===== src/pin_mux_pkg.sv =====
// constants shared by the pin multiplexer and its leaf modules
// assumes a byte-addressed bus slave with one 32-bit word per register
package pin_mux_pkg;

	// ==========================================
	// register map
	localparam int         ADDR_W       = 5;
	localparam logic [4:0] OFF_GPIO_EN  = 5'h00;
	localparam logic [4:0] OFF_GPIO_DIR = 5'h04;
	localparam logic [4:0] OFF_GPIO_OUT = 5'h08;
	localparam logic [4:0] OFF_GPIO_IN  = 5'h0C;
	localparam logic [4:0] OFF_STRAP    = 5'h10;

	// ==========================================
	// reset values
	localparam logic [15:0] GPIO_EN_RST  = 16'h0000;
	localparam logic [15:0] GPIO_DIR_RST = 16'h0000;
	localparam logic [15:0] GPIO_OUT_RST = 16'h0000;
	localparam logic        WAIT_RST     = 1'b1;

	// ==========================================
	// widths and pin positions
	localparam int HOST_W          = 32;
	localparam int NARROW_W        = 16;
	localparam int GPIO_W          = 16;
	localparam int GP_LOW_W        = 9;
	localparam int GP_PCI_LO       = 9;
	localparam int GP_PCI_W        = 7;
	localparam int GP_QUARTER      = 1;
	localparam int GP_SIXTH        = 2;
	localparam int GP_SERIAL_TWO   = 8;
	localparam int WIDTH_STRAP_BIT = 5;
	localparam int SC_W            = 7;
	localparam int SOLO_W          = 4;

	// ==========================================
	// strap vector and strap status fields
	localparam int STRAP_N     = 3;
	localparam int STRAP_WIDTH = 0;
	localparam int STRAP_CELL  = 1;
	localparam int STRAP_PCI   = 2;
	localparam int ST_VALID    = 0;
	localparam int ST_WIDE     = 1;
	localparam int ST_CELL     = 2;
	localparam int ST_PCI      = 3;

	typedef enum logic [1:0] {
		BUS_IDLE = 2'b01,
		BUS_ACK  = 2'b10
	} bus_state_e;

endpackage


===== src/strap_capture.sv =====
// strap sampler: catches the strap levels once after reset release
// assumes strap inputs are steady around the release of reset_n
module strap_capture
	import pin_mux_pkg::*;
(
	input  wire logic               clock,
	input  wire logic               reset_n,
	input  wire logic [STRAP_N-1:0] raw,
	output logic      [STRAP_N-1:0] held,
	output logic                    valid
);

	// ==========================================
	// capture
	// the async reset may only load constants, so the real levels are
	// taken on the first clock edge after release
	always_ff @(posedge clock or negedge reset_n) begin
		if (!reset_n) begin
			held  <= '0;
			valid <= 1'b0;
		end else if (!valid) begin
			held  <= raw;
			valid <= 1'b1;
		end
	end
endmodule


===== src/pad_select.sv =====
// two-way pad owner select with registered pad drive and core inputs
// assumes sel is steady while a pad group is in use
module pad_select
	import pin_mux_pkg::*;
#(
	parameter int W = 1
) (
	input  wire logic         clock,
	input  wire logic         reset_n,
	input  wire logic         active,
	input  wire logic         sel,
	input  wire logic [W-1:0] pad_in,
	input  wire logic [W-1:0] a_dout,
	input  wire logic [W-1:0] a_doe,
	output logic      [W-1:0] a_din,
	input  wire logic [W-1:0] b_dout,
	input  wire logic [W-1:0] b_doe,
	output logic      [W-1:0] b_din,
	output logic      [W-1:0] pad_out,
	output logic      [W-1:0] pad_oe
);

	logic [W-1:0] next_out;
	logic [W-1:0] next_oe;

	// ==========================================
	// owner mux: the side not selected sees zero, never the pad
	assign next_out = sel ? b_dout : a_dout;
	assign next_oe  = active ? (sel ? b_doe : a_doe) : '0;

	always_ff @(posedge clock or negedge reset_n) begin
		if (!reset_n) begin
			pad_out <= '0;
			pad_oe  <= '0;
			a_din   <= '0;
			b_din   <= '0;
		end else begin
			pad_out <= next_out;
			pad_oe  <= next_oe;
			a_din   <= (active && !sel) ? pad_in : '0;
			b_din   <= (active && sel) ? pad_in : '0;
		end
	end

endmodule


===== src/host_width_and_pin_mux.sv =====
// pin multiplexer: host width strap, strap owned groups, gpio handover
// assumes straps on the pads at reset release and an avalon master
//
// Functional notes
// - width strap low: 16-bit host, upper float unless pci owns them
// - width strap high: all 32 host bits used
// - software selected pins follow writes any time
// - strap owned groups have at most one owner
// - clock pins default on, gpio after enable
// - direction bit 0 input, 1 driven output
// - gpio 15..9 only without pci selected
// - serial one owns shared pins unless cell
// - unselected standalone pins float
// - host owns host/pci pins unless pci strap
module host_width_and_pin_mux
	import pin_mux_pkg::*;
(
	input  wire logic                    clock,
	input  wire logic                    reset_n,
	input  wire logic [ADDR_W-1:0]       address,
	input  wire logic                    read,
	input  wire logic                    write,
	input  wire logic [31:0]             writedata,
	input  wire logic [3:0]              byteenable,
	output logic      [31:0]             readdata,
	output logic                         waitrequest,
	input  wire logic                    cell_port_select_strap,
	input  wire logic                    pci_select_strap,
	output logic                         narrow_host_mode,
	output logic                         host_port_enable,
	output logic                         pci_enable,
	output logic                         cell_port_enable,
	input  wire logic [HOST_W-1:0]       host_data_bus_in,
	output logic      [HOST_W-1:0]       host_data_bus_out,
	output logic      [HOST_W-1:0]       host_data_bus_oe,
	input  wire logic [HOST_W-1:0]       host_port_dout,
	input  wire logic [HOST_W-1:0]       host_port_doe,
	output logic      [HOST_W-1:0]       host_port_din,
	input  wire logic [HOST_W-1:0]       pci_ad_dout,
	input  wire logic [HOST_W-1:0]       pci_ad_doe,
	output logic      [HOST_W-1:0]       pci_ad_din,
	input  wire logic                    quarter_rate_clock_src,
	input  wire logic                    sixth_rate_clock_src,
	output logic                         serial_two_external_clock,
	input  wire logic [GPIO_W-1:0]       gpio_pad_in,
	output logic      [GPIO_W-1:0]       gpio_pad_out,
	output logic      [GPIO_W-1:0]       gpio_pad_oe,
	input  wire logic [GP_PCI_W-1:0]     pci_gp_dout,
	input  wire logic [GP_PCI_W-1:0]     pci_gp_doe,
	output logic      [GP_PCI_W-1:0]     pci_gp_din,
	input  wire logic [SC_W-1:0]         ser_cell_pad_in,
	output logic      [SC_W-1:0]         ser_cell_pad_out,
	output logic      [SC_W-1:0]         ser_cell_pad_oe,
	input  wire logic [SC_W-1:0]         serial_one_dout,
	input  wire logic [SC_W-1:0]         serial_one_doe,
	output logic      [SC_W-1:0]         serial_one_din,
	input  wire logic [SC_W-1:0]         cell_dout,
	input  wire logic [SC_W-1:0]         cell_doe,
	output logic      [SC_W-1:0]         cell_din,
	input  wire logic [SOLO_W-1:0]       serial_solo_pad_in,
	output logic      [SOLO_W-1:0]       serial_solo_pad_out,
	output logic      [SOLO_W-1:0]       serial_solo_pad_oe,
	input  wire logic [SOLO_W-1:0]       serial_solo_dout,
	input  wire logic [SOLO_W-1:0]       serial_solo_doe,
	output logic      [SOLO_W-1:0]       serial_solo_din,
	input  wire logic [SOLO_W-1:0]       cell_solo_pad_in,
	output logic      [SOLO_W-1:0]       cell_solo_pad_out,
	output logic      [SOLO_W-1:0]       cell_solo_pad_oe,
	input  wire logic [SOLO_W-1:0]       cell_solo_dout,
	input  wire logic [SOLO_W-1:0]       cell_solo_doe,
	output logic      [SOLO_W-1:0]       cell_solo_din
);
	import pin_mux_pkg::*;

	// ==========================================
	// declarations
	bus_state_e           state;
	bus_state_e           next_state;
	logic                 next_wait;
	logic [31:0]          next_rdata;
	logic                 bus_req;
	logic                 wr_commit;
	logic [15:0]          gpio_enable;
	logic [15:0]          gpio_direction;
	logic [15:0]          gpio_out;
	logic [STRAP_N-1:0]   straps;
	logic [STRAP_N-1:0]   held;
	logic                 strap_valid;
	logic                 held_pci;
	logic                 held_cell;
	logic [HOST_W-1:0]    width_mask;
	logic [HOST_W-1:0]    host_doe_masked;
	logic [GP_LOW_W-1:0]  low_out;
	logic [GP_LOW_W-1:0]  low_oe;
	logic [GP_LOW_W-1:0]  low_out_q;
	logic [GP_LOW_W-1:0]  low_oe_q;
	logic [GP_PCI_W-1:0]  hi_out_q;
	logic [GP_PCI_W-1:0]  hi_oe_q;
	logic [GP_PCI_W-1:0]  gp_hi_drv;
	logic [31:0]          strap_word;

	function automatic logic [15:0] be_merge(
		input logic [15:0] old,
		input logic [31:0] wd,
		input logic [3:0]  be
	);
		be_merge = {be[1] ? wd[15:8] : old[15:8], be[0] ? wd[7:0] : old[7:0]};
	endfunction

	// ==========================================
	// strap capture
	assign straps[STRAP_WIDTH] = host_data_bus_in[WIDTH_STRAP_BIT];
	assign straps[STRAP_CELL]  = cell_port_select_strap;
	assign straps[STRAP_PCI]   = pci_select_strap;
	assign held_pci            = held[STRAP_PCI];
	assign held_cell           = held[STRAP_CELL];

	strap_capture u_straps (
		.clock   (clock),
		.reset_n (reset_n),
		.raw     (straps),
		.held    (held),
		.valid   (strap_valid)
	);

	// ==========================================
	// ownership flags, one owner per strap group
	always_ff @(posedge clock or negedge reset_n) begin
		if (!reset_n) begin
			narrow_host_mode <= 1'b1;
			host_port_enable <= 1'b0;
			pci_enable       <= 1'b0;
			cell_port_enable <= 1'b0;
		end else begin
			// narrow until capture, so upper pins never drive early
			narrow_host_mode <= !held[STRAP_WIDTH];
			host_port_enable <= strap_valid && !held_pci;
			pci_enable       <= strap_valid && held_pci;
			cell_port_enable <= strap_valid && held_cell;
		end
	end

	// ==========================================
	// host data bus, host port against pci
	// narrow mode masks the upper host port enables so those pins float; the pci enables pass unmasked
	assign width_mask = narrow_host_mode ? {{(HOST_W-NARROW_W){1'b0}},
		{NARROW_W{1'b1}}} : {HOST_W{1'b1}};
	assign host_doe_masked = host_port_doe & width_mask;

	pad_select #(.W(HOST_W)) u_host_pads (
		.clock   (clock),
		.reset_n (reset_n),
		.active  (strap_valid),
		.sel     (held_pci),
		.pad_in  (host_data_bus_in),
		.a_dout  (host_port_dout),
		.a_doe   (host_doe_masked),
		.a_din   (host_port_din),
		.b_dout  (pci_ad_dout),
		.b_doe   (pci_ad_doe),
		.b_din   (pci_ad_din),
		.pad_out (host_data_bus_out),
		.pad_oe  (host_data_bus_oe)
	);

	// ==========================================
	// shared serial one / cell address pins and standalone groups
	pad_select #(.W(SC_W)) u_ser_cell_pads (
		.clock   (clock),
		.reset_n (reset_n),
		.active  (strap_valid),
		.sel     (held_cell),
		.pad_in  (ser_cell_pad_in),
		.a_dout  (serial_one_dout),
		.a_doe   (serial_one_doe),
		.a_din   (serial_one_din),
		.b_dout  (cell_dout),
		.b_doe   (cell_doe),
		.b_din   (cell_din),
		.pad_out (ser_cell_pad_out),
		.pad_oe  (ser_cell_pad_oe)
	);

	pad_select #(.W(SOLO_W)) u_serial_solo (
		.clock   (clock),
		.reset_n (reset_n),
		.active  (strap_valid),
		.sel     (held_cell),
		.pad_in  (serial_solo_pad_in),
		.a_dout  (serial_solo_dout),
		.a_doe   (serial_solo_doe),
		.a_din   (serial_solo_din),
		.b_dout  ('0),
		.b_doe   ('0),
		.b_din   (),
		.pad_out (serial_solo_pad_out),
		.pad_oe  (serial_solo_pad_oe)
	);

	pad_select #(.W(SOLO_W)) u_cell_solo (
		.clock   (clock),
		.reset_n (reset_n),
		.active  (strap_valid),
		.sel     (held_cell),
		.pad_in  (cell_solo_pad_in),
		.a_dout  ('0),
		.a_doe   ('0),
		.a_din   (),
		.b_dout  (cell_solo_dout),
		.b_doe   (cell_solo_doe),
		.b_din   (cell_solo_din),
		.pad_out (cell_solo_pad_out),
		.pad_oe  (cell_solo_pad_oe)
	);

	// ==========================================
	// gpio pins 15..9, pci owned when the pci strap is set
	assign gp_hi_drv = gpio_enable[GPIO_W-1:GP_PCI_LO]
		& gpio_direction[GPIO_W-1:GP_PCI_LO];

	pad_select #(.W(GP_PCI_W)) u_gp_hi (
		.clock   (clock),
		.reset_n (reset_n),
		.active  (strap_valid),
		.sel     (held_pci),
		.pad_in  (gpio_pad_in[GPIO_W-1:GP_PCI_LO]),
		.a_dout  (gpio_out[GPIO_W-1:GP_PCI_LO]),
		.a_doe   (gp_hi_drv),
		.a_din   (),
		.b_dout  (pci_gp_dout),
		.b_doe   (pci_gp_doe),
		.b_din   (pci_gp_din),
		.pad_out (hi_out_q),
		.pad_oe  (hi_oe_q)
	);

	// ==========================================
	// gpio pins 8..0, clock functions by default on pins 1, 2 and 8
	// clocks are retimed by one flop, so they carry a cycle of delay
	for (genvar i = 0; i < GP_LOW_W; i++) begin : g_low
		if (i == GP_QUARTER || i == GP_SIXTH) begin : g_clk
			assign low_out[i] = gpio_enable[i] ? gpio_out[i] :
				(i == GP_QUARTER ? quarter_rate_clock_src
				: sixth_rate_clock_src);
			assign low_oe[i] = gpio_enable[i] ? gpio_direction[i] : 1'b1;
		end else begin : g_plain
			assign low_out[i] = gpio_out[i];
			assign low_oe[i] = gpio_enable[i] & gpio_direction[i];
		end
	end

	always_ff @(posedge clock or negedge reset_n) begin
		if (!reset_n) begin
			low_out_q                 <= '0;
			low_oe_q                  <= '0;
			serial_two_external_clock <= 1'b0;
		end else begin
			low_out_q                 <= low_out;
			low_oe_q                  <= low_oe;
			serial_two_external_clock <= !gpio_enable[GP_SERIAL_TWO]
				&& gpio_pad_in[GP_SERIAL_TWO];
		end
	end

	assign gpio_pad_out = {hi_out_q, low_out_q};
	assign gpio_pad_oe  = {hi_oe_q, low_oe_q};

	// ==========================================
	// avalon slave: one wait cycle, then the answer
	assign bus_req   = read || write;
	assign wr_commit = (state == BUS_ACK) && write;
	assign next_wait = !((state == BUS_IDLE) && bus_req);
	assign strap_word = {28'h0000000, held_pci, held_cell,
		held[STRAP_WIDTH], strap_valid};

	always_comb begin
		next_state = state;
		unique case (state)
			BUS_IDLE: begin
				next_state = bus_req ? BUS_ACK : BUS_IDLE;
			end
			BUS_ACK: begin
				next_state = BUS_IDLE;
			end
			default: begin
				next_state = BUS_IDLE;
			end
		endcase
	end

	// unmapped offsets read zero and drop writes
	assign next_rdata =
		(address == OFF_GPIO_EN)  ? {16'h0000, gpio_enable} :
		(address == OFF_GPIO_DIR) ? {16'h0000, gpio_direction} :
		(address == OFF_GPIO_OUT) ? {16'h0000, gpio_out} :
		(address == OFF_GPIO_IN)  ? {16'h0000, gpio_pad_in} :
		(address == OFF_STRAP)    ? strap_word : 32'h00000000;

	always_ff @(posedge clock or negedge reset_n) begin
		if (!reset_n) begin
			state       <= BUS_IDLE;
			waitrequest <= WAIT_RST;
			readdata    <= 32'h00000000;
		end else begin
			state       <= next_state;
			waitrequest <= next_wait;
			readdata    <= next_rdata;
		end
	end

	always_ff @(posedge clock or negedge reset_n) begin
		if (!reset_n) begin
			gpio_enable    <= GPIO_EN_RST;
			gpio_direction <= GPIO_DIR_RST;
			gpio_out       <= GPIO_OUT_RST;
		end else if (wr_commit) begin
			if (address == OFF_GPIO_EN)
				gpio_enable <= be_merge(gpio_enable, writedata, byteenable);
			if (address == OFF_GPIO_DIR)
				gpio_direction <= be_merge(gpio_direction, writedata,
					byteenable);
			if (address == OFF_GPIO_OUT)
				gpio_out <= be_merge(gpio_out, writedata, byteenable);
		end
	end
endmodule


===== config.mk =====
export PLATFORM = sky130hd
export DESIGN_NAME = host_width_and_pin_mux
export DESIGN_NICKNAME = d
export VERILOG_FILES = /design/src/pin_mux_pkg.sv /design/src/strap_capture.sv /design/src/pad_select.sv /design/src/host_width_and_pin_mux.sv
export SDC_FILE = /design/constraint.sdc
export NUM_CORES = 1
export LEC_CHECK = 0
export ABC_AREA = 1
export BUFFER_PORTS_ARGS = -buffer_cell sky130_fd_sc_hd__clkbuf_2
export CAP_MARGIN = 20
export CORE_AREA = 2 2 218 220
export DETAILED_ROUTE_END_ITERATION = 8
export DIE_AREA = 0 0 220 222
export HOLD_SLACK_MARGIN = 0.15
export SYNTH_ARGS = -nofsm -noshare
export SYNTH_HDL_FRONTEND = slang
export SYNTH_SLANG_ARGS = --single-unit
export TNS_END_PERCENT = 50

===== constraint.sdc =====
create_clock -name clock -period 1.9 [get_ports clock]
set_input_delay 0.57 -clock clock [delete_from_list [all_inputs] [get_ports clock]]
set_output_delay 0.57 -clock clock [all_outputs]
set_load 0.01 [all_outputs]

# After elaboration in Yosys (flattened, before gate mapping)
# Index checks and enable logic that the tools add are counted.
# word_totals
ff_bits	295
elab_cells	104
output_inout_bits	257
input_bits	298
# op_classes
reduce_logical	20
bitwise	9
mux	34
n_eq_ne	6
# op_table
operator	count
two-way mux 32 bit	6
two-way mux 16 bit	4
two-way mux 7 bit	9
two-way mux 4 bit	9
AND 32 bit	1
AND reduction 3 bit	6
equality test 5 x 4 -> 1 bit (second input constant)	2
AND 1 bit	7
AND 7 bit	1
logical AND 1 bit	7
equality test 5 x 3 -> 1 bit (second input constant)	1
equality test 5 bit (second input constant)	1
zero test 1 bit	5
zero test 5 bit	1
two-way mux 1 bit	4
two-way mux 2 bit	2
equality test 2 x 1 -> 1 bit (second input constant)	1
equality test 2 bit (second input constant)	1
logical OR 1 bit	1

# Depth between registers and ports, before layout
# logic_depth
word_depth	6
depth_mapped	8
ltp_nobuf	6

# By module
# Synthesis repeated with hierarchy kept, for this count alone.
# hier_totals
hier_cells	1233
hier_area_um2	12157.9
# by_module_without_submodules
module	cells_each	seq_area_each_um2	n_inst	area_per_inst_um2
pad_select at u_host_pads	446	3203.1	1	4648.2
host_width_and_pin_mux	460	2255.9	1	4017.6
pad_select at u_gp_hi ...	99	700.7	2	1047.3
pad_select at u_cell_solo ...	57	400.4	2	628.1
strap_capture	15	100.1	1	141.4

# Least setup slack after synthesis
# Ideal clock, no wire load.
# synth_timing
path_kind	in2reg
from	input port address[2]
to	register readdata[5]
stages	8
required_ns	1.770
t_arrival_ns	1.384
setup_ns	0.130
n_path_buf	3
setup_slack_ns	0.386
path_cell_list	buf_2 inv_1 nand3_2 buf_6 inv_4 buf_6 nand2_1 nand4_1
# synth_between
elab_chain_cells	5
word_cells_on_any_way	8
classes_between	eq/ne (3); mux (4); reduce/logical (1)
# synth_rtl
item	line_no	text
start, declared	host_width_and_pin_mux.sv:20	input wire logic [ADDR_W-1:0] address,
equality test 5 x 4 -> 1 bit	host_width_and_pin_mux.sv:296	(address == OFF_GPIO_IN) ? {16'h0000, gpio_pad_in} :
two-way mux 16 bit	host_width_and_pin_mux.sv:296	
two-way mux 16 bit	host_width_and_pin_mux.sv:295	(address == OFF_GPIO_OUT) ? {16'h0000, gpio_out} :
two-way mux 16 bit	host_width_and_pin_mux.sv:294	(address == OFF_GPIO_DIR) ? {16'h0000, gpio_direction} :
two-way mux 16 bit *	host_width_and_pin_mux.sv:293	(address == OFF_GPIO_EN) ? {16'h0000, gpio_enable} :
net next_rdata[5]	host_width_and_pin_mux.sv:80	logic [31:0] next_rdata;
end signal, assigned	host_width_and_pin_mux.sv:307	readdata <= next_rdata;
end, declared	host_width_and_pin_mux.sv:25	output logic [31:0] readdata,
# The timed path passes the listed nets; every way through them passes the cells marked *.
# A chain may end at the register's enable or synchronous reset.

# Final worst setup path
# layout_timing
from	register narrow_host_mode
to	output port narrow_host_mode
# layout_rtl
item	line_no	text
start, declared	host_width_and_pin_mux.sv:29	output logic narrow_host_mode,
start signal, assigned	host_width_and_pin_mux.sv:136	narrow_host_mode <= !held[STRAP_WIDTH];
# No word-level cell between the ends.

==> flow_metrics.py <==
metrics = {
    "status": {
        "outcome": "finished, final reports clean",
    },
    "place": {
        "place_inst": 2139,
        "dp_hpwl_um": 29000,
        "portBuffers": 520,
        "gp_congestion": 0.825,
        "placed_cell_area_um2": 14300,
    },
    "detailed_routing": {
        "drc_errors": 0,
        "drt-total-wl_um": 37200,
        "viasPerCell": 4.13,
        "route.vias.total": 9090,
        "wire_per_inst_um": 16.9,
        "initialDrtViolationCount": 443,
        "drt_pass1_iterations": 5,
        "ant_nets": 0,
    },
    "timing": {
        "relSlewSlack": 0.642,
        "setup_viol": 0,
        "setup-tns-final_ps": 0,
        "fmax_ghz": 0.565,
        "whs_ps": 223,
        "rsz0062_at_grt": "no",
        "hold_violations": 0,
        "tightest_slew_ps": 537,
        "clock_skew_ps": 15.9,
        "drv_slew": 0,
        "final.period_utilization": 0.932,
        "min_period_ps": 1770,
    },
    "die": {
        "num_rows": 79,
        "dieHeight_um": 222,
        "die_w_um": 220,
        "fp.coreArea_um2": 46300,
        "ios": 555,
        "fp.dieArea_um2": 48800,
        "start_util": 0.233,
    },
    "worst_setup_path": {
        "critPathSlowestCell": "dfstp_2",
        "cp-start-kind": "flop",
        "worstPathMaxFanout": 2,
        "crit_required_ps": 1330,
        "critPathTopFamily": "flip-flops",
        "cp_data_arrival_time_ps": 1200,
        "critPathMaxStageDelay_ps": 540,
        "endpoint_kind": "primary output",
        "crit_chain": "clkbuf_2",
        "timing_worst_setup_path_type": "reg -> out",
        "regToRegSetupSlack_ps": 530,
        "crit_buf_inv": 1,
    },
    "pwr": {
        "ir_drop_mv": 0.642,
        "p_leak_nw": 8.84,
        "p_per_area_nw_per_um2": 1010,
    },
    "layout": {
        "final_common_cell": "clkbuf_2",
        "nNetsFinal": 1867,
        "final_cell_mix": "519 x clkbuf_2, 291 x dfrtp_1, 260 x nand2_1, 116 x nor2_1, 109 x inv_1",
        "nFillCells": 4747,
        "drive_gt1_frac": 0.407,
        "finalInstanceArea_um2": 15500,
        "area_delta_synth_final_pct": 44.2,
        "final_cells": 2202,
    },
    "grt": {
        "overflow": 0,
        "grt_max_degree": 63,
        "grt_pass1_wl_um": 54300,
        "grt_usage": 0.149,
        "grt_pass1_vias": 9221,
        "antenna_found_initial": 7,
    },
    "cts": {
        "cts_made_buffers": 34,
        "cts_tree": "done",
        "clk_pin_slew_ps": 60,
        "cts_setup_buffers": 0,
        "clock-sinks": 295,
        "root_buffer": "clkbuf_16",
        "clock_latency_ps": 530,
        "cts.path.max_buffers": 3,
        "ctsHtreeMaxLevel": 2,
    },
    "synth": {
        "synth_cell_types": 27,
        "synth-edff-count": 0,
        "yosys_register_bits": 295,
        "syn_inst": 1014,
        "seq_area_frac_synth": 0.686,
        "netlist_area_um2": 10800,
        "muxShareOfSynthArea": 0.00732,
        "ys_warn_count": 0,
        "synth_async_sr_flop_share": 1.00,
        "avgSynthCellArea_um2": 10.6,
        "synth-main-ff-cell": "dfrtp_1",
        "synth-compound-area-share": 0.0646,
        "synth_xor_area_frac": 0,
        "yosys.area_share.simple": 0.168,
        "synth_top_family_by_area": "simple AND/OR/NAND/NOR gates",
        "yosys.area_share.adder": 0,
    },
    "run": {
        "cap_viol_max_count": 0,
    },
    "hold_path": {
        "min_path_type": "in -> reg",
    },
}
-- path summary, 6_finish.rpt --
| path | endpoint | startpoint | cells after the start |
|---|---|---|---|
| worst max-delay path | narrow_host_mode | narrow_host_mode$_DFF_PN1_ | 1 |
| worst min-delay path | u_serial_solo.pad_out[2]$_DFF_PN0_ | serial_solo_dout[2] | 3 |
| worst max register to register | u_host_pads.pad_oe[27]$_DFF_PN0_ | u_straps.held[2]$_DFFE_PN0N_ | 5 |
| worst min register to register | low_out_q[3]$_DFF_PN0_ | gpio_out[3]$_DFFE_PN0P_ | 0 |
| max in group asynchronous | narrow_host_mode$_DFF_PN1_ | reset_n | 3 |
| min in group asynchronous | u_host_pads.pad_out[2]$_DFF_PN0_ | reset_n | 2 |
-- state kept, by name (all words and copies together), names as in the netlist, 9 cells and up --
name and cells:
u_host_pads.b_din 32, gpio_direction 16, gpio_enable 16, u_host_pads.pad_out 32
u_host_pads.pad_oe 32, low_oe_q 9, readdata 16, u_host_pads.a_din 32
gpio_out 16, low_out_q 9
-- synthesized netlist by cell type (all sizes together), types with 2 or more instances --
cell,instances,share of area
a22o,16,0.013
a32o,23,0.021
buf,36,0.024
clkbuf,25,0.0087
conb,2,0.00070
dfrtp,292,0.68
dfstp,3,0.0073
inv,114,0.040
mux2,7,0.0073
nand2,261,0.091
nand3,7,0.0060
nand4,34,0.020
nor2,126,0.050
o21ai,65,0.030
-- where the power goes --
group / switching, W / internal [W] / total [W] / leakage (nW)
clock: 0.00258 / 0.00432 / 0.00690 / 0.575
sequential: 0.000189 / 0.00675 / 0.00694 / 3.79
combinational: 0.00109 / 0.000722 / 0.00181 / 4.47
-- stage by stage --
stage,power (W),worst slack [ps],utilization
final,0.0156,129,0.335
after global routing,0.0164,77.2,0.335
after CTS,0.0160,82.8,0.335
after detailed placement,0.00890,-6.27,0.310
after global placement,0.00885,68.3,0.310
after floorplan,0.00776,386,-
-- cell type report --
class                   instances  area [um^2]  share of cell area
inverters                     115          437              0.0281
flip-flops and latches        295         7390               0.476
multi-input cells             558         2650               0.171
clock inverters                14          234              0.0151
diodes                          3         7.51            0.000484
well taps                     607          759              0.0489
clock buffers                  45          943              0.0608
repair buffers                565         3100               0.200
-- metal layers --
layer	vias up	global-route usage	wire, um	share of wire
met5	-	0	51	0.0014
li1	4266	-	-	-
met3	67	0.0476	3180	0.085
met2	409	0.258	18300	0.49
met1	4340	0.172	14500	0.39
met4	8	0.0543	1130	0.030
-- kinds of logic (layout without fill, tap and decap cells) --
kind of cell	after synthesis	count (layout)
simple gates	430	430
other cells	2	20
mux	7	7
flops	295	295
buf+inv	176	739
compound gates	104	104
-- what timing repair did --
item / 4_1_cts / 5_1_grt
gates resized for setup: 0 / 0
endpoints found under the hold margin: 24 / 0
hold buffers: 1 / 0
Note: power is estimated with default switching activity, not from simulation.
